$ cat config.mk
export PLATFORM = sky130hd
export DESIGN_NAME = epph_port
export DESIGN_NICKNAME = d
export VERILOG_FILES = /design/src/logic/epph_pkg.sv /design/src/logic/epph_port.sv
export VERILOG_INCLUDE_DIRS = /design/src /design/src/logic
export SDC_FILE = /design/constraint.sdc
export NUM_CORES = 1
export LEC_CHECK = 0
export BUFFER_PORTS_ARGS = -buffer_cell sky130_fd_sc_hd__buf_2
export CORE_MARGIN = 1.5
export CORE_UTILIZATION = 63
export CTS_BUF_LIST = sky130_fd_sc_hd__clkbuf_4 sky130_fd_sc_hd__clkbuf_8
export CTS_CLUSTER_DIAMETER = 200
export CTS_CLUSTER_SIZE = 40
export DETAILED_ROUTE_END_ITERATION = 16
export PLACE_DENSITY_LB_ADDON = 0.12
export SETUP_SLACK_MARGIN = 0.1
export SLEW_MARGIN = 20
export SYNTH_ARGS = -nofsm -noshare
export SYNTH_HDL_FRONTEND = slang
export SYNTH_SLANG_ARGS = --single-unit
$ cat constraint.sdc
create_clock -name mclk -period 3.2 [get_ports mclk]
set_input_delay 0 -clock mclk [delete_from_list [all_inputs] [get_ports mclk]]
set_output_delay 0 -clock mclk [all_outputs]
set_load 0.1 [all_outputs]
$ cat src/logic/epph_defines.svh
// Timing and encoding constants for the EPP/ECP port handshake engine
`ifndef EPPH_DEFINES_SVH
`define EPPH_DEFINES_SVH

`define EPPH_RETRY_CLKS     5'h10
`define EPPH_EPP_RD_REL     4'h3
`define EPPH_EPP_AW_REL     4'h4
`define EPPH_EPP_FIN        4'h2
`define EPPH_ECP_FWD_REL    4'h2
`define EPPH_ECP_FWD_END    4'h2
`define EPPH_ECP_REV_ASSERT 4'h3
`define EPPH_ECP_REV_REL    4'h2
`define EPPH_FILTER_EXTRA   4'h2
`define EPPH_ACC_DATA_WR    3'h0
`define EPPH_ACC_DATA_RD    3'h1
`define EPPH_ACC_ADDR_WR    3'h2
`define EPPH_ACC_ADDR_RD    3'h3
`define EPPH_ACC_FIFO_WR    3'h4
`define EPPH_ACC_FIFO_RD    3'h5

`endif

$ cat src/logic/epph_pkg.sv
// Types for the EPP/ECP port handshake engine
package epph_pkg;
  typedef logic [2:0] epph_acc_t;
  typedef enum logic [3:0] {
    EPPH_IDLE     = 4'h0,
    EPPH_WAIT_HI  = 4'h1,
    EPPH_DLY_REL  = 4'h2,
    EPPH_WAIT_LO  = 4'h3,
    EPPH_DLY_FIN  = 4'h4,
    EPPH_DONE     = 4'h5,
    EPPH_REV_DLY  = 4'h6,
    EPPH_REV_HI   = 4'h7,
    EPPH_REV_REL  = 4'h8
  } epph_state_t;
endpackage

$ cat src/logic/epph_port.sv
// EPP/ECP parallel port handshake engine behind a PCI target
//
// Behaviour
// - EPP access not done within 16 clocks ends PCI access with retry; cycle continues.
// - Retried EPP access completes with data, no second port cycle started.
// - EPP data read: auto-feed low, released 3 clocks after busy sampled high.
// - EPP address write: select-in released 4 clocks after busy sampled high.
// - Address write: select-in and data driven 2 clocks after busy released.
// - EPP address read: select-in low, released 3 clocks after busy sampled.
// - Filters enabled add 2 clocks to every handshake response.
// - ECP FIFO write completes at once unless FIFO full (retry); outside reverse mode starts forward transfer, strobe low.
// - FIFO write during forward transfer is held for the next transfer.
// - Forward: strobe released 2 after busy high; end 2 after busy low.
// - Reverse transfers only in reverse ECP mode; peripheral starts with ack low.
// - Reverse: auto-feed asserted 3 clocks after ack sampled low.
// - Auto-feed released 2 clocks after ack high; byte stored in FIFO unless it is full or a PCI FIFO write takes that clock.
// - PCI FIFO read returns stored data only, never touches reverse transfer.
// - EPP data write: strobe and data driven 2 clocks after busy released.
`timescale 1ns/1ps
`default_nettype none
`include "epph_defines.svh"

module epph_port #(
  parameter int FIFO_DEPTH = 16
) (
  input  wire logic              mclk,
  input  wire logic              sys_rst,
  input  wire logic              acc_req,
  input  wire epph_pkg::epph_acc_t acc_kind,
  input  wire logic [7:0]        acc_wdata,
  output logic                   acc_done,
  output logic                   acc_retry,
  output logic [7:0]             acc_rdata,
  input  wire logic              filter_en,
  input  wire logic              ecp_reverse,
  input  wire logic              busy,
  input  wire logic              ack_n,
  input  wire logic [7:0]        pd_in,
  output logic [7:0]             pd_out,
  output logic                   pd_oe,
  output logic                   stb_n,
  output logic                   afd_n,
  output logic                   slin_n,
  output logic                   fifo_empty,
  output logic                   fifo_full
);
  import epph_pkg::*;

  localparam int AW = $clog2(FIFO_DEPTH);

  // ------------------------------------------------------------
  // Helpers
  // ------------------------------------------------------------
  function automatic logic [3:0] dly(input logic [3:0] base, input logic f);
    dly = f ? 4'(base + `EPPH_FILTER_EXTRA) : base;
  endfunction

  // ------------------------------------------------------------
  // State
  // ------------------------------------------------------------
  epph_state_t       st, next_st;
  logic [3:0]        cnt, next_cnt;
  logic [4:0]        acc_cnt, next_acc_cnt;
  logic              pend, next_pend;
  epph_acc_t         pend_kind, next_pend_kind;
  logic              cyc_done, next_cyc_done;
  logic              is_fwd, next_is_fwd;
  logic [7:0]        rbyte, next_rbyte;
  logic [7:0]        next_pd_out;
  logic              next_pd_oe, next_stb_n, next_afd_n, next_slin_n;
  logic              next_acc_done, next_acc_retry;
  logic [7:0]        next_acc_rdata;
  logic [7:0]        fifo [FIFO_DEPTH];
  logic [AW:0]       wr_ptr, next_wr_ptr, rd_ptr, next_rd_ptr;
  logic              fifo_we;
  logic [7:0]        fifo_wd;
  logic [7:0]        next_held, held;

  assign fifo_empty = (wr_ptr == rd_ptr);
  assign fifo_full  = (wr_ptr[AW-1:0] == rd_ptr[AW-1:0]) && (wr_ptr[AW] != rd_ptr[AW]);

  // ------------------------------------------------------------
  // Next-state logic
  // ------------------------------------------------------------
  always_comb begin
    next_st        = st;
    next_cnt       = cnt;
    next_acc_cnt   = acc_cnt;
    next_pend      = pend;
    next_pend_kind = pend_kind;
    next_cyc_done  = cyc_done;
    next_is_fwd    = is_fwd;
    next_rbyte     = rbyte;
    next_pd_out    = pd_out;
    next_pd_oe     = pd_oe;
    next_stb_n     = stb_n;
    next_afd_n     = afd_n;
    next_slin_n    = slin_n;
    next_acc_done  = 1'b0;
    next_acc_retry = 1'b0;
    next_acc_rdata = acc_rdata;
    next_wr_ptr    = wr_ptr;
    next_rd_ptr    = rd_ptr;
    next_held      = held;
    fifo_we        = 1'b0;
    fifo_wd        = 8'h00;

    // PCI side: one access at a time, pulse acc_done or acc_retry
    if (acc_req && !acc_done && !acc_retry) begin
      if (acc_kind == `EPPH_ACC_FIFO_WR) begin
        if (!fifo_full) begin
          fifo_we       = 1'b1;
          fifo_wd       = acc_wdata;
          next_wr_ptr   = (AW+1)'(wr_ptr + 1'b1);
          next_acc_done = 1'b1;
        end else begin
          next_acc_retry = 1'b1;
        end
      end else if (acc_kind == `EPPH_ACC_FIFO_RD) begin
        next_acc_done = 1'b1;
        if (!fifo_empty) begin
          next_acc_rdata = fifo[rd_ptr[AW-1:0]];
          next_rd_ptr    = (AW+1)'(rd_ptr + 1'b1);
        end
      end else if (pend && pend_kind == acc_kind) begin
        // retried access finishes from saved result
        if (cyc_done) begin
          next_acc_done  = 1'b1;
          next_acc_rdata = rbyte;
          next_pend      = 1'b0;
          next_cyc_done  = 1'b0;
          next_acc_cnt   = 5'h00;
        end else if (acc_cnt == `EPPH_RETRY_CLKS) begin
          next_acc_retry = 1'b1;
          next_acc_cnt   = 5'h00;
        end else begin
          next_acc_cnt = 5'(acc_cnt + 1'b1);
        end
      end else if (!pend && st == EPPH_IDLE && !is_fwd) begin
        next_pend      = 1'b1;
        next_pend_kind = acc_kind;
        next_acc_cnt   = 5'h01;
        next_st        = EPPH_WAIT_HI;
        if (acc_kind == `EPPH_ACC_DATA_RD) begin
          next_afd_n = 1'b0;
          next_pd_oe = 1'b0;
        end else if (acc_kind == `EPPH_ACC_ADDR_RD) begin
          next_slin_n = 1'b0;
          next_pd_oe  = 1'b0;
        end else if (acc_kind == `EPPH_ACC_ADDR_WR) begin
          next_slin_n = 1'b0;
          next_pd_out = acc_wdata;
          next_pd_oe  = 1'b1;
        end else begin
          next_afd_n  = 1'b0;
          next_pd_out = acc_wdata;
          next_pd_oe  = 1'b1;
        end
      end else begin
        // port busy: retry after the window
        if (acc_cnt == `EPPH_RETRY_CLKS) begin
          next_acc_retry = 1'b1;
          next_acc_cnt   = 5'h00;
        end else begin
          next_acc_cnt = 5'(acc_cnt + 1'b1);
        end
      end
    end

    // Port side
    case (st)
      EPPH_IDLE: begin
        if (ecp_reverse) begin
          next_pd_oe = 1'b0;
          if (!ack_n) begin
            next_cnt = dly(`EPPH_ECP_REV_ASSERT, filter_en);
            next_st  = EPPH_REV_DLY;
          end
        end else if (!fifo_empty && !pend && !(acc_req && acc_kind != `EPPH_ACC_FIFO_WR
                     && acc_kind != `EPPH_ACC_FIFO_RD)) begin
          next_is_fwd    = 1'b1;
          next_stb_n     = 1'b0;
          next_pd_out    = fifo[rd_ptr[AW-1:0]];
          next_pd_oe     = 1'b1;
          next_rd_ptr    = (AW+1)'(rd_ptr + 1'b1);
          next_st        = EPPH_WAIT_HI;
        end
      end
      EPPH_WAIT_HI: begin
        if (busy) begin
          if (is_fwd)
            next_cnt = dly(`EPPH_ECP_FWD_REL, filter_en);
          else if (pend_kind == `EPPH_ACC_ADDR_WR)
            next_cnt = dly(`EPPH_EPP_AW_REL, filter_en);
          else
            next_cnt = dly(`EPPH_EPP_RD_REL, filter_en);
          next_st = EPPH_DLY_REL;
        end
      end
      EPPH_DLY_REL: begin
        if (cnt == 4'h1) begin
          if (is_fwd) next_stb_n = 1'b1;
          else begin
            next_afd_n  = 1'b1;
            next_slin_n = 1'b1;
          end
          if (!is_fwd && (pend_kind == `EPPH_ACC_DATA_RD || pend_kind == `EPPH_ACC_ADDR_RD))
            next_rbyte = pd_in;
          next_st = EPPH_WAIT_LO;
        end else
          next_cnt = 4'(cnt - 1'b1);
      end
      EPPH_WAIT_LO: begin
        if (!busy) begin
          next_cnt = is_fwd ? dly(`EPPH_ECP_FWD_END, filter_en) : dly(`EPPH_EPP_FIN, filter_en);
          next_st  = EPPH_DLY_FIN;
        end
      end
      EPPH_DLY_FIN: begin
        if (cnt == 4'h1) begin
          if (is_fwd) begin
            next_is_fwd = 1'b0;
            next_st     = EPPH_IDLE;
          end else begin
            if (pend_kind == `EPPH_ACC_ADDR_WR) begin
              next_slin_n = 1'b0;
              next_pd_oe  = 1'b1;
            end
            if (pend_kind == `EPPH_ACC_DATA_WR) begin
              next_stb_n = 1'b0;
              next_pd_oe = 1'b1;
            end
            // byte kept for the retried read
            next_cyc_done = 1'b1;
            next_st       = EPPH_DONE;
          end
        end else
          next_cnt = 4'(cnt - 1'b1);
      end
      EPPH_DONE: begin
        // One-clock completion strobe, so it never reads as a new cycle
        next_stb_n  = 1'b1;
        next_slin_n = 1'b1;
        next_st     = EPPH_IDLE;
      end
      EPPH_REV_DLY: begin
        if (cnt == 4'h1) begin
          next_afd_n = 1'b0;
          next_held  = pd_in;
          next_st    = EPPH_REV_HI;
        end else
          next_cnt = 4'(cnt - 1'b1);
      end
      EPPH_REV_HI: begin
        if (ack_n) begin
          next_cnt = dly(`EPPH_ECP_REV_REL, filter_en);
          next_st  = EPPH_REV_REL;
        end
      end
      EPPH_REV_REL: begin
        if (cnt == 4'h1) begin
          next_afd_n = 1'b1;
          if (!fifo_full && !fifo_we) begin
            fifo_we     = 1'b1;
            fifo_wd     = held;
            next_wr_ptr = (AW+1)'(wr_ptr + 1'b1);
          end
          next_st = EPPH_IDLE;
        end else
          next_cnt = 4'(cnt - 1'b1);
      end
      default: next_st = EPPH_IDLE;
    endcase
  end

  // ------------------------------------------------------------
  // Registers
  // ------------------------------------------------------------
  always_ff @(posedge mclk) begin
    if (fifo_we) fifo[wr_ptr[AW-1:0]] <= fifo_wd;
    if (sys_rst) begin
      st <= EPPH_IDLE; cnt <= 4'h0; acc_cnt <= 5'h00;
      pend <= 1'b0; pend_kind <= 3'h0; cyc_done <= 1'b0; is_fwd <= 1'b0;
      rbyte <= 8'h00; pd_out <= 8'h00; pd_oe <= 1'b0;
      stb_n <= 1'b1; afd_n <= 1'b1; slin_n <= 1'b1;
      acc_done <= 1'b0; acc_retry <= 1'b0; acc_rdata <= 8'h00;
      wr_ptr <= '0; rd_ptr <= '0; held <= 8'h00;
    end else begin
      st <= next_st; cnt <= next_cnt; acc_cnt <= next_acc_cnt;
      pend <= next_pend; pend_kind <= next_pend_kind; cyc_done <= next_cyc_done;
      is_fwd <= next_is_fwd; rbyte <= next_rbyte; pd_out <= next_pd_out;
      pd_oe <= next_pd_oe; stb_n <= next_stb_n; afd_n <= next_afd_n;
      slin_n <= next_slin_n; acc_done <= next_acc_done; acc_retry <= next_acc_retry;
      acc_rdata <= next_acc_rdata; wr_ptr <= next_wr_ptr; rd_ptr <= next_rd_ptr;
      held <= next_held;
    end
  end

endmodule
`default_nettype wire

# [Word-level counts from Yosys, hierarchy flattened]
# Memories as Yosys holds them, arrays and structs flattened. A register that Yosys moved wholly into a read port is not among the register bits.
# Index checks and enable logic that the tools add are counted.
[word_totals] register_bits=67 mem_bits_rw=128 inputBits=26 elab_cells=256 memories=1
[op_classes] n_addsub=4 n_eq_ne=39 n_mux=149 bitwise=4 n_reduce_logical=40
[memory_table] name="fifo" depth=16 width=8 read_ports=1 rd_clocked_by_memory_dff=1 write_ports=1 line_no="epph_port.sv:73" text="logic [7:0] fifo [FIFO_DEPTH];"
[ops] op="$mux W8" n=20
[ops] op="$mux W4" n=22
[ops] op="$mux W5" n=17
[ops] op="$mux W1" n=77
[ops] op="$pmux W4 S8" n=1
[ops] op="$ne A2 B2 Y1 const B" n=14
[ops] op="$pmux W4 S5" n=1
[ops] op="$eq A4 B3 Y1 const B" n=4
[ops] op="$add A5 B1 Y5 const B" n=3
[ops] op="$mux W3" n=5
[ops] op="$reduce_and A5 Y1" n=3
[ops] op="$eq A3 B2 Y1 const B" n=4
[ops] op="$logic_and A1 B1 Y1" n=12
[ops] op="$eq A4 B1 Y1 const B" n=2
[ops] op="$eq A4 B2 Y1 const B" n=2
[ops] op="$logic_not A1 Y1" n=8
[ops] op="$reduce_and A8 Y1" n=1
[ops] op="$reduce_bool A2 Y1" n=4
[ops] op="$reduce_and A7 Y1" n=1
[ops] op="$eq A3 B1 Y1 const B" n=2
[ops] op="$eq A3 B3 Y1 const B" n=2
[ops] op="$ne A3 B3 Y1 const B" n=2
[ops] op="$pmux W1 S3" n=2
[ops] op="$reduce_and A3 Y1" n=2
[ops] op="21 further kinds" n=25

# [Longest topological paths before layout]
# Gate-level depths: netlist of run 1.
[logic_depth] ltp_word=13 mapped_depth=8 mapped_depth_nobuf=7

# [Least setup slack after synthesis of run 1]
# Ideal clock, no wire load.
[synth_path] path_kind="register to register" startpoint="register acc_done" endpoint="memory fifo[3][0], enable pin" arrival_ps=2578 required_time_ps=2817 path_slack_ps=239 path_stages_with_launch=6 path_buffers=1 synth_period_minus_slack_ps=2961 path_cell_list="dfxtp_1 -> or3b_1 -> buf_2 -> o32a_4 -> a211o_4 -> nor3_1"
[synth_between] elab_chain_cells=11
[synth_lines] element="start, declared" line_no="epph_port.sv:31" text="output logic acc_done,"
[synth_lines] element="start signal, assigned" line_no="epph_port.sv:293" text="slin_n <= next_slin_n; acc_done <= next_acc_done; acc_retry <= next_acc_retry;"
[synth_lines] element="$logic_not A1 Y1 (*)" line_no="epph_port.sv:109" text="if (acc_req && !acc_done && !acc_retry) begin"
[synth_lines] element="$logic_and A1 B1 Y1 (*) (2 in a row)" line_no="epph_port.sv:109"
[synth_lines] element="$mux W1 (*)" line_no="epph_port.sv:109"
[synth_lines] element="$logic_not A1 Y1" line_no="epph_port.sv:263" text="if (!fifo_full && !fifo_we) begin"
[synth_lines] element="$logic_and A1 B1 Y1" line_no="epph_port.sv:263"
[synth_lines] element="$mux W1" line_no="epph_port.sv:263"
[synth_lines] element="$mux W1" line_no="epph_port.sv:261" text="if (cnt == 4'h1) begin"
[synth_lines] element="$mux W1 (*)" line_no="epph_port.sv:171" text="case (st)"
[synth_lines] element="$mux W1 (*)" line_no="epph_port.sv:280" text="if (fifo_we) fifo[wr_ptr[AW-1:0]] <= fifo_wd;"
[synth_lines] element="$mux W1 (implied by the code) (*)" line_no="epph_port.sv:280"
[synth_lines] element="end, declared" line_no="epph_port.sv:73"
# Mark *: on every way between the ends. The rest lies on a longest branch, timed or not.

# [Worst setup path after layout of run 1]
[layout_path] startpoint="register cnt[0]" endpoint="memory fifo[10][0] (data pin)"
[layout_between] elab_chain_cells=3
[layout_lines] element="start, declared" line_no="epph_port.sv:62" text="logic [3:0] cnt, next_cnt;"
[layout_lines] element="start signal, assigned" line_no="epph_port.sv:289" text="st <= next_st; cnt <= next_cnt; acc_cnt <= next_acc_cnt;"
[layout_lines] element="$eq A4 B1 Y1" line_no="epph_port.sv:261"
[layout_lines] element="$mux W8" line_no="epph_port.sv:261"
[layout_lines] element="$mux W8" line_no="epph_port.sv:171"
[layout_lines] element="via fifo_wd[0]" line_no="epph_port.sv:76" text="logic [7:0] fifo_wd;"
# The timed path passes the listed nets, and every way through them passes these cells.

==> results.py, run 1 <==
metrics = {
    "run_status": {
        "status": "complete, no violations",
    },
    "hold_path": {
        "min_to": "pend_kind[0]$_SDFFE_PP0P_",
        "hold_depth": 5,
        "hold_class": "input pin to flop",
        "min_from": "acc_kind[0]",
    },
    "logic_synthesis": {
        "synth_warnings": 0,
        "syn_avg_cell_area_um2": 13.0,
        "synth-simple-area-share": 0.113,
        "async_reset_ff_frac": 0,
        "synth_top_family_by_area": "multiplexers",
        "ys_ff_latch": 195,
        "yosys_most_used_dff": "edfxtp_1",
        "synth_compound_area_frac": 0.105,
        "synth_edf_count": 128,
        "synth_fa_ha_area_frac": 0.0143,
        "synth_cell_type_count": 72,
        "yosysSeqAreaShare": 0.592,
        "synth_cells": 675,
        "syn_nets": 711,
        "synth_mux_area_frac": 0.128,
        "netlist_area_um2": 8760,
        "synth_xor_area_frac": 0.0170,
    },
    "sta": {
        "relSlewSlack": 0.390,
        "drv_slew": 0,
        "finalCritPeriodShare": 0.827,
        "worst-slew-pin-transition_ps": 915,
        "hold_viol_final": 0,
        "hold_ws_ps": 31.0,
        "fmax_mhz": 378,
        "setup_viol": 0,
        "clock_skew_ps": 13.8,
        "rsz0062_at_grt": "false",
        "finalSetupTns_ps": 0,
        "fin_crit_ps": 2650,
    },
    "final_layout": {
        "drive_gt1_frac": 0.213,
        "final_cell_mix": "edfxtp_1 (128), nor2_1 (75), dfxtp_1 (66)",
        "fillers": 878,
        "final_nets": 783,
        "diodes": 0,
        "fin_area_um2": 9850,
        "area_growth_pct": 12.5,
        "final_common_cell": "edfxtp_1",
    },
    "setup_path": {
        "cp-start-kind": "flop",
        "cp_max_fo": 16,
        "critical_path.reg2reg.endpoint": "fifo[10][0]$_DFFE_PP_",
        "crit_path_max_incr_delay_ps": 570,
        "r2r-start": "cnt[0]$_SDFFE_PP0P_",
        "required_ps": 3390,
        "ff2ff_setup_slack_ps": 550,
        "critPathCaptureType": "flop",
        "slowest_stage": "or3b_2",
        "worst-r2r-cell-count": 5,
        "path_class": "flop to flop",
        "cp.arrival_ps": 2830,
        "cp_cell_sequence": "ha_1 -> or3b_2 -> a2111oi_2 -> buf_4 -> a22o_1",
    },
    "global_route": {
        "grt_pass1_vias": 5895,
        "antenna_found_initial": 0,
        "grt.total_usage": 0.289,
        "grt_pass1_wl_um": 31500,
        "grt_max_degree": 51,
        "grt.overflow.total": 0,
    },
    "power_and_ir_drop": {
        "peakVddDrop_v": 0.000480,
        "p_per_area_nw_per_um2": 563,
        "seqPwrFrac": 0.506,
        "p_int_w": 0.00379,
        "swShare": 0.315,
        "clockPowerShare": 0.290,
        "pwr-share-comb": 0.203,
        "power_switching_w": 0.00175,
        "p_leak_nw": 3.49,
    },
    "floorplan": {
        "die_y_um": 121,
        "start_util": 0.654,
        "ioPinCount": 50,
        "dieArea_um2": 14600,
        "die_w_um": 121,
        "coreArea_um2": 13400,
        "rows": 42,
    },
    "detailed_routing": {
        "remaining_drc_errors": 0,
        "routed_wirelength_um": 19800,
        "ant_nets": 0,
        "drtPass1Iterations": 5,
        "vias_per_cell": 6.40,
        "first_iter_violations": 799,
        "avgRoutedWirePerCell_um": 21.1,
        "via_count": 5986,
    },
    "placement": {
        "routabilityCongestion": 0.842,
        "port_buffers": 49,
        "post_dp_cell_area_um2": 9210,
        "hpwl_um": 13500,
    },
    "clock_network": {
        "htreeDepth": 4,
        "cts_buffers": 17,
        "clock_path_buffers": 2,
        "path_clk_slew_ps": 100,
        "clkSinkCount": 195,
        "clk_latency_ps": 470,
        "cts.repair.resized": 0,
        "cts_tree": "yes",
        "clock-root-buffer": "clkbuf_8",
    },
    "flow_run": {
        "drv_cap": 0,
    },
}
==> power groups by stage <==
stage	registers (W)	clock network, W	logic, W
global placement	0.00286	0	0.00107
floorplan	0.00303	0	0.000672
global route	0.00282	0.00173	0.00122
finish	0.00281	0.00161	0.00113
CTS	0.00281	0.00163	0.00111
detailed placement	0.00286	0	0.00109
==> worst max-delay path, delay by kind of cell (launching register included) <==
family,cells,cell delay [ps]
adders and majority gates,1,200
AOI/OAI and AO/OA,2,930
and+or+nand+nor,1,570
DFF,1,440
buffers and inverters,1,230
==> worst max path at each step <==
stage                   startpoint                     to  slack, ps  depth (start not counted)
2_1_floorplan  acc_done$_SDFF_PP0_   fifo[3][0]$_DFFE_PP_        240                          5
3_3_place_gp   cnt[0]$_SDFFE_PP0P_   fifo[6][3]$_DFFE_PP_        630                          5
3_5_place_dp   cnt[0]$_SDFFE_PP0P_   fifo[6][6]$_DFFE_PP_        580                          5
4_1_cts        cnt[0]$_SDFFE_PP0P_  fifo[13][6]$_DFFE_PP_        550                          5
5_1_grt        cnt[0]$_SDFFE_PP0P_  fifo[13][6]$_DFFE_PP_        380                          5
6_report       cnt[0]$_SDFFE_PP0P_  fifo[10][0]$_DFFE_PP_        550                          5
==> metal layers <==
metal  vias up  wire length (um)  track usage
met2       294              9410        0.457
li1       2730                 -            -
met1      2913              8240        0.389
met5         -                 0            0
met4         0               587        0.116
met3        49              1540       0.0691
==> cell usage after synthesis, types with 3 or more instances <==
library cell	count	area [um^2]
a211oi_1	13	97.6
or3_1	4	25.0
nor4_1	4	25.0
edfxtp_1	128	3840
and3_1	12	75.1
mux4_2	26	586
o22ai_1	16	100
nor2_1	75	282
nand3_1	6	30.0
dfxtp_1	67	1340
mux2i_1	39	390
mux2_2	13	146
a22oi_1	3	22.5
xor2_1	10	87.6
nand2b_1	5	31.3
o21ai_0	18	90.1
nand2_1	19	71.3
clkbuf_1	24	90.1
inv_1	18	67.6
xnor2_1	7	61.3
a22o_1	8	70.1
nand4b_1	6	52.6
a221oi_1	5	43.8
a31oi_1	4	25.0
o41ai_1	7	61.3
nor3_1	8	40.0
nor2b_1	11	68.8
nand3b_1	4	30.0
nand4_1	7	43.8
a32oi_1	3	26.3
buf_2	12	60.1
a21oi_1	27	135
nor3b_1	3	22.5
and2_1	3	18.8
ha_1	10	125
==> kinds of logic (layout without fill, tap and decap cells) <==
logic type	Yosys count	count (layout)
flip-flops	195	195
AND/OR/NAND/NOR	187	187
AO/OA/AOI/OAI	128	128
multiplexers	78	78
buffers and inverters	60	145
XOR/XNOR	17	17
adder cells (fa/ha/maj)	10	10
==> flip-flops by register name, summed over array words and instances, names as in the netlist <==
name / count
acc_cnt: 5
acc_done: 1
acc_rdata: 8
acc_retry: 1
afd_n: 1
cnt: 4
cyc_done: 1
fifo: 128
held: 8
is_fwd: 1
pd_oe: 1
pd_out: 8
pend: 1
pend_kind: 3
rbyte: 8
rd_ptr: 5
slin_n: 1
st: 4
stb_n: 1
wr_ptr: 5
==> timing repair <==
action	in CTS	in global routing
hold buffers	22	0
setup buffers	0	0
endpoints found under the hold margin	33	0
==> final cells by class <==
class	count	area, um^2	share of cell area
clock buffer	17	234	0.0237
clock inverter	15	189	0.0192
inverter	18	67.6	0.00686
multi-input combinational	420	3310	0.336
sequential	195	5190	0.526
tap	176	220	0.0223
timing repair buffer	95	646	0.0655
==> stage by stage <==
step                setup slack (ps)  power [W]  utilization  cells
floorplan                        239    0.00370            -    675
global placement                 628    0.00392        0.687    882
detailed placement               583    0.00395        0.687    882
CTS                              548    0.00555        0.735    936
global route                     384    0.00577        0.735    936
finish                           553    0.00554        0.735    936
(Power assumes the default switching activity.)
==> run 2: changes to the inputs <==
==> constraint.sdc (replaced) <==
create_clock -name mclk -period 2.5 [get_ports mclk]
set_input_delay 0 -clock mclk [delete_from_list [all_inputs] [get_ports mclk]]
set_output_delay 0 -clock mclk [all_outputs]
set_load 0.1 [all_outputs]
==> results.py, run 2 (synthesis gave the netlist of run 1 again) <==
metrics = {
    "global_route": {
        "grt_pass1_wl_um": 32800,
        "antenna_found_initial": 0,
        "grt_max_degree": 47,
        "grt_pass1_vias": 5872,
        "grt.overflow.total": 0,
        "grt.total_usage": 0.304,
    },
    "detailed_routing": {
        "drtPass1Iterations": 5,
        "first_iter_violations": 968,
        "met3_length_um": 1630,
        "wl_met1_um": 8820,
        "ant_nets": 0,
        "maxUsedRoutingLayer": "met4",
        "via_count": 6154,
        "remaining_drc_errors": 0,
        "dr_wl_met2_um": 10100,
        "vias_per_cell": 6.42,
        "routed_wirelength_um": 21000,
        "avgRoutedWirePerCell_um": 21.9,
    },
    "final_layout": {
        "final_common_cell": "edfxtp_1",
        "final_nets": 805,
        "area_growth_pct": 16.9,
        "diodes": 0,
        "drive_gt1_frac": 0.262,
        "largest_reg_flops": 128,
        "post-route-util": 0.764,
        "final_cell_mix": "edfxtp_1 (128), nor2_1 (73), dfxtp_1 (64)",
    },
    "setup_path": {
        "slowest_stage": "or3b_1",
        "path_class": "flop to flop",
        "required_ps": 2860,
        "cp_num_buf_inv": 1,
        "critPathCaptureType": "flop",
        "r2r-start": "acc_done$_SDFF_PP0_",
        "cp_max_fo": 8,
        "cp.arrival_ps": 2720,
        "worst-r2r-cell-count": 6,
        "ff2ff_setup_slack_ps": 140,
        "crit_path_max_incr_delay_ps": 460,
        "cp_cell_sequence": "or3b_1 -> buf_4 -> nor2_1 -> o21ai_1 -> and2_1 -> o41ai_1",
        "cp-start-kind": "flop",
        "critical_path.reg2reg.endpoint": "acc_rdata[4]$_SDFFE_PP0P_",
        "cp_top_family": "simple AND/OR/NAND/NOR gates",
    },
    "floorplan": {
        "dieArea_um2": 14600,
        "coreArea_um2": 13400,
        "rows": 42,
        "ioPinCount": 50,
        "start_util": 0.654,
        "die_w_um": 121,
        "die_y_um": 121,
    },
    "clock_network": {
        "clk_latency_ps": 480,
        "cts_tree": "yes",
        "path_clk_slew_ps": 110,
        "cts_buffers": 17,
        "clock-root-buffer": "clkbuf_8",
        "htreeDepth": 4,
        "clkSinkCount": 195,
        "clock_path_buffers": 2,
    },
    "sta": {
        "clock_skew_ps": 12.4,
        "setup_viol": 0,
        "drv_slew": 0,
        "hold_ws_ps": 49.0,
        "relSlewSlack": 0.436,
        "finalSetupTns_ps": 0,
        "fmax_mhz": 424,
        "worst-slew-pin-transition_ps": 846,
        "fin_crit_ps": 2360,
        "hold_viol_final": 0,
        "rsz0062_at_grt": "false",
        "finalCritPeriodShare": 0.944,
    },
    "flow_run": {
        "drv_cap": 0,
    },
    "placement": {
        "port_buffers": 49,
        "routabilityCongestion": 0.922,
        "hpwl_um": 14000,
    },
    "power_and_ir_drop": {
        "p_per_area_nw_per_um2": 706,
        "peakVddDrop_v": 0.000593,
        "p_leak_nw": 3.61,
    },
    "hold_path": {
        "hold_depth": 4,
        "min_to": "acc_done$_SDFF_PP0_",
        "min_from": "acc_kind[2]",
        "hold_class": "input pin to flop",
    },
    "run_status": {
        "status": "complete, no violations",
    },
}
-- run 2: worst min-delay path, cell delays in order --
cell,delay [ps]
buf_2,140
nor2b_1,160
nor2_1,100
a2111oi_0,70
-- run 2: area by class of cell --
class | instances | area (um^2)
inverters | 18 | 67.6
clock buffers | 17 | 234
repair buffers | 117 | 927
clock inverters | 15 | 184
well taps | 176 | 220
fillers | 796 | 3160
flip-flops and latches | 195 | 5190
multi-input cells | 420 | 3420
-- run 2: how the worst max path moves through the flow --
stage                          from                        end  slack (ps)  depth (start not counted)
2_1_floorplan   cnt[0]$_SDFFE_PP0P_      fifo[15][0]$_DFFE_PP_         110                          6
3_3_place_gp    cnt[1]$_SDFFE_PP0P_       fifo[6][3]$_DFFE_PP_         160                          7
3_5_place_dp    cnt[1]$_SDFFE_PP0P_       fifo[6][5]$_DFFE_PP_          90                          7
4_1_cts         cnt[1]$_SDFFE_PP0P_       fifo[7][0]$_DFFE_PP_         130                          6
5_1_grt        wr_ptr[0]$_SDFF_PP0_       fifo[4][2]$_DFFE_PP_         100                          7
6_report        acc_done$_SDFF_PP0_  acc_rdata[4]$_SDFFE_PP0P_         140                          6
-- run 2: repair_timing --
item,CTS,global route
cloned,0,0
pin swaps,1,2
buffers inserted,2,1
gates resized for setup,1,15
hold buffers,21,0
endpoints found under the setup margin,41,238
endpoints found under the hold margin,32,0
-- run 2: per-stage QoR --
step           std cells  setup WS (ps)  cell area (um^2)  power [W]
2_1_floorplan        675            109              8820    0.00474
3_3_place_gp         902            162              9540    0.00509
3_5_place_dp         902           91.3              9540    0.00513
4_1_cts              957            130             10200    0.00722
5_1_grt              958            103             10200    0.00749
6_report             958            140             10200    0.00723
-- run 2: routing by layer --
layer | global-route usage | vias to the layer above
met5 | 0 | -
met4 | 0.101 | 0
met3 | 0.0540 | 39
met2 | 0.480 | 336
met1 | 0.431 | 3001
li1 | - | 2778
-- run 2: where the power goes --
group          leakage [nW]  internal [W]  total, W  switching, W
sequential             1.71       0.00350   0.00360     0.0000984
combinational          1.70      0.000568   0.00153      0.000962
clock                 0.205      0.000855   0.00211       0.00125
==> run 3: changes to the inputs <==
--- a/config.mk
+++ b/config.mk
@@ -13,7 +13,7 @@
 export CTS_CLUSTER_DIAMETER = 200
 export CTS_CLUSTER_SIZE = 40
 export DETAILED_ROUTE_END_ITERATION = 16
-export PLACE_DENSITY_LB_ADDON = 0.12
+export PLACE_DENSITY = 0.8
 export SETUP_SLACK_MARGIN = 0.1
 export SLEW_MARGIN = 20
 export SYNTH_ARGS = -nofsm -noshare
==> results.py, run 3 (synthesis gave the netlist of run 1 again) <==
metrics = {
    "floorplan": {
        "rows": 42,
        "die_w_um": 121,
        "start_util": 0.654,
        "die_y_um": 121,
        "dieArea_um2": 14600,
        "coreArea_um2": 13400,
        "ioPinCount": 50,
    },
    "final_layout": {
        "fin_area_um2": 10200,
        "diodes": 0,
        "fillers": 806,
        "final_common_cell": "edfxtp_1",
        "multi_input_area_um2": 3390,
        "final-seq-area_um2": 5190,
        "final_cell_mix": "edfxtp_1 (128), nor2_1 (74), dfxtp_1 (64)",
        "final_nets": 807,
        "largest_reg_flops": 128,
        "drive_gt1_frac": 0.263,
        "area_growth_pct": 16.8,
    },
    "power_and_ir_drop": {
        "p_int_w": 0.00492,
        "power_switching_w": 0.00233,
        "seqPwrFrac": 0.496,
        "p_leak_nw": 3.63,
        "p_total_w": 0.00726,
        "clockPowerShare": 0.291,
        "swShare": 0.321,
        "p_per_area_nw_per_um2": 709,
        "pwr-share-comb": 0.212,
        "peakVddDrop_v": 0.000503,
    },
    "setup_path": {
        "cp-start-kind": "flop",
        "ff2ff_setup_slack_ps": 140,
        "critPathCaptureType": "flop",
        "crit_path_start": "cnt[1]$_SDFFE_PP0P_",
        "worst-r2r-cell-count": 7,
        "critical_path.reg2reg.endpoint": "fifo[4][0]$_DFFE_PP_",
        "path_class": "flop to flop",
        "required_ps": 2680,
        "cp.arrival_ps": 2550,
        "crit_end": "fifo[4][0]$_DFFE_PP_",
        "r2r-start": "cnt[1]$_SDFFE_PP0P_",
        "cp_max_fo": 8,
    },
    "sta": {
        "setup_viol": 0,
        "clock_skew_ps": 14.8,
        "finalCritPeriodShare": 0.945,
        "fin_crit_ps": 2360,
        "hold_viol_final": 0,
        "finalSetupTns_ps": 0,
        "rsz0062_at_grt": "true",
        "worst-slew-pin-transition_ps": 762,
        "drv_slew": 0,
        "fin_ws_ps": 138,
        "relSlewSlack": 0.491,
        "fmax_mhz": 423,
    },
    "hold_path": {
        "hold_class": "input pin to flop",
    },
    "detailed_routing": {
        "remaining_drc_errors": 0,
        "first_iter_violations": 1063,
        "ant_nets": 0,
        "vias_per_cell": 6.59,
        "routed_wirelength_um": 21600,
        "drtPass1Iterations": 5,
        "avgRoutedWirePerCell_um": 22.5,
        "via_count": 6322,
    },
    "clock_network": {
        "path_clk_slew_ps": 110,
        "htreeDepth": 4,
        "clock_path_buffers": 2,
        "cts_tree": "yes",
        "clk_latency_ps": 490,
        "clock-root-buffer": "clkbuf_8",
        "cts_buffers": 17,
        "clkSinkCount": 195,
    },
    "global_route": {
        "antenna_found_initial": 0,
        "grt_pass1_wl_um": 33400,
        "grt_pass1_vias": 6135,
        "grt_max_degree": 72,
        "grt.overflow.total": 0,
        "grt.total_usage": 0.308,
    },
    "placement": {
        "post-place-ws_ps": 31.6,
        "routabilityCongestion": 0.886,
        "hpwl_um": 14200,
        "port_buffers": 49,
        "post_dp_cell_area_um2": 9540,
    },
    "run_status": {
        "status": "complete, no violations",
    },
    "flow_run": {
        "drv_cap": 0,
    },
}
==> run 3: cell types whose count changed in the layout (fill, tap and decap cells not counted), sizes merged <==
| cell | before | now |
|---|---|---|
| buf | 96 | 98 |
==> run 3: metal layers <==
layer / routed length [um] / share of wire / GRT usage
met1: 8610 / 0.40 / 0.416
met2: 10500 / 0.49 / 0.490
met3: 1790 / 0.083 / 0.0667
met4: 662 / 0.031 / 0.125
met5: 0 / 0 / 0
==> run 3: worst max-delay path: stages, from the launching register on <==
cell     delay (ps)
dfxtp_1         350
inv_1            80
ha_1            170
or3b_2          480
o32a_4          240
a21oi_4         240
buf_4           190
and3_2          310
==> run 3: repair_timing <==
item                                    4_1_cts  5_1_grt
endpoints found under the hold margin        32        0
hold buffers                                 21        0
buffers inserted                              0        5
gates resized for setup                       2        6
cloned                                        0        0
endpoints found under the setup margin       73      214
pin swaps                                     0        3
==> run 3: final cells by class <==
class                           count  share of cell area
Clock buffer                       17              0.0229
Clock inverter                     15              0.0176
Inverter                           18             0.00660
Multi-Input combinational cell    420               0.331
Sequential cell                   195               0.507
Tap cell                          176              0.0215
Timing Repair Buffer              119              0.0929
==> run 3: metrics by stage <==
stage,std cells,hold WS [ps],util
floorplan,675,136,-
finish,960,22.5,0.764
global route,960,40.5,0.764
CTS,955,4.30,0.759
global placement,902,245,0.712
detailed placement,902,263,0.712
==> run 3: power by group through the flow <==
stage	combinational, W	clock (W)	sequential, W
detailed placement	0.00147	0	0.00367
global route	0.00165	0.00224	0.00361
CTS	0.00150	0.00212	0.00360
floorplan	0.000866	0	0.00388
finish	0.00154	0.00211	0.00360
global placement	0.00144	0	0.00366
==> run 3: worst min-delay path by stage <==
stage               slack [ps]                        end  cells after the start   startpoint
floorplan                  140  pend_kind[1]$_SDFFE_PP0P_                      2  acc_kind[1]
global placement           250       held[5]$_SDFFE_PP0P_                      3     pd_in[5]
detailed placement         260       held[5]$_SDFFE_PP0P_                      3     pd_in[5]
CTS                          4           afd_n$_SDFF_PP1_                      4  acc_kind[2]
global route                40           afd_n$_SDFF_PP1_                      4  acc_kind[2]
finish                      20           afd_n$_SDFF_PP1_                      4  acc_kind[2]
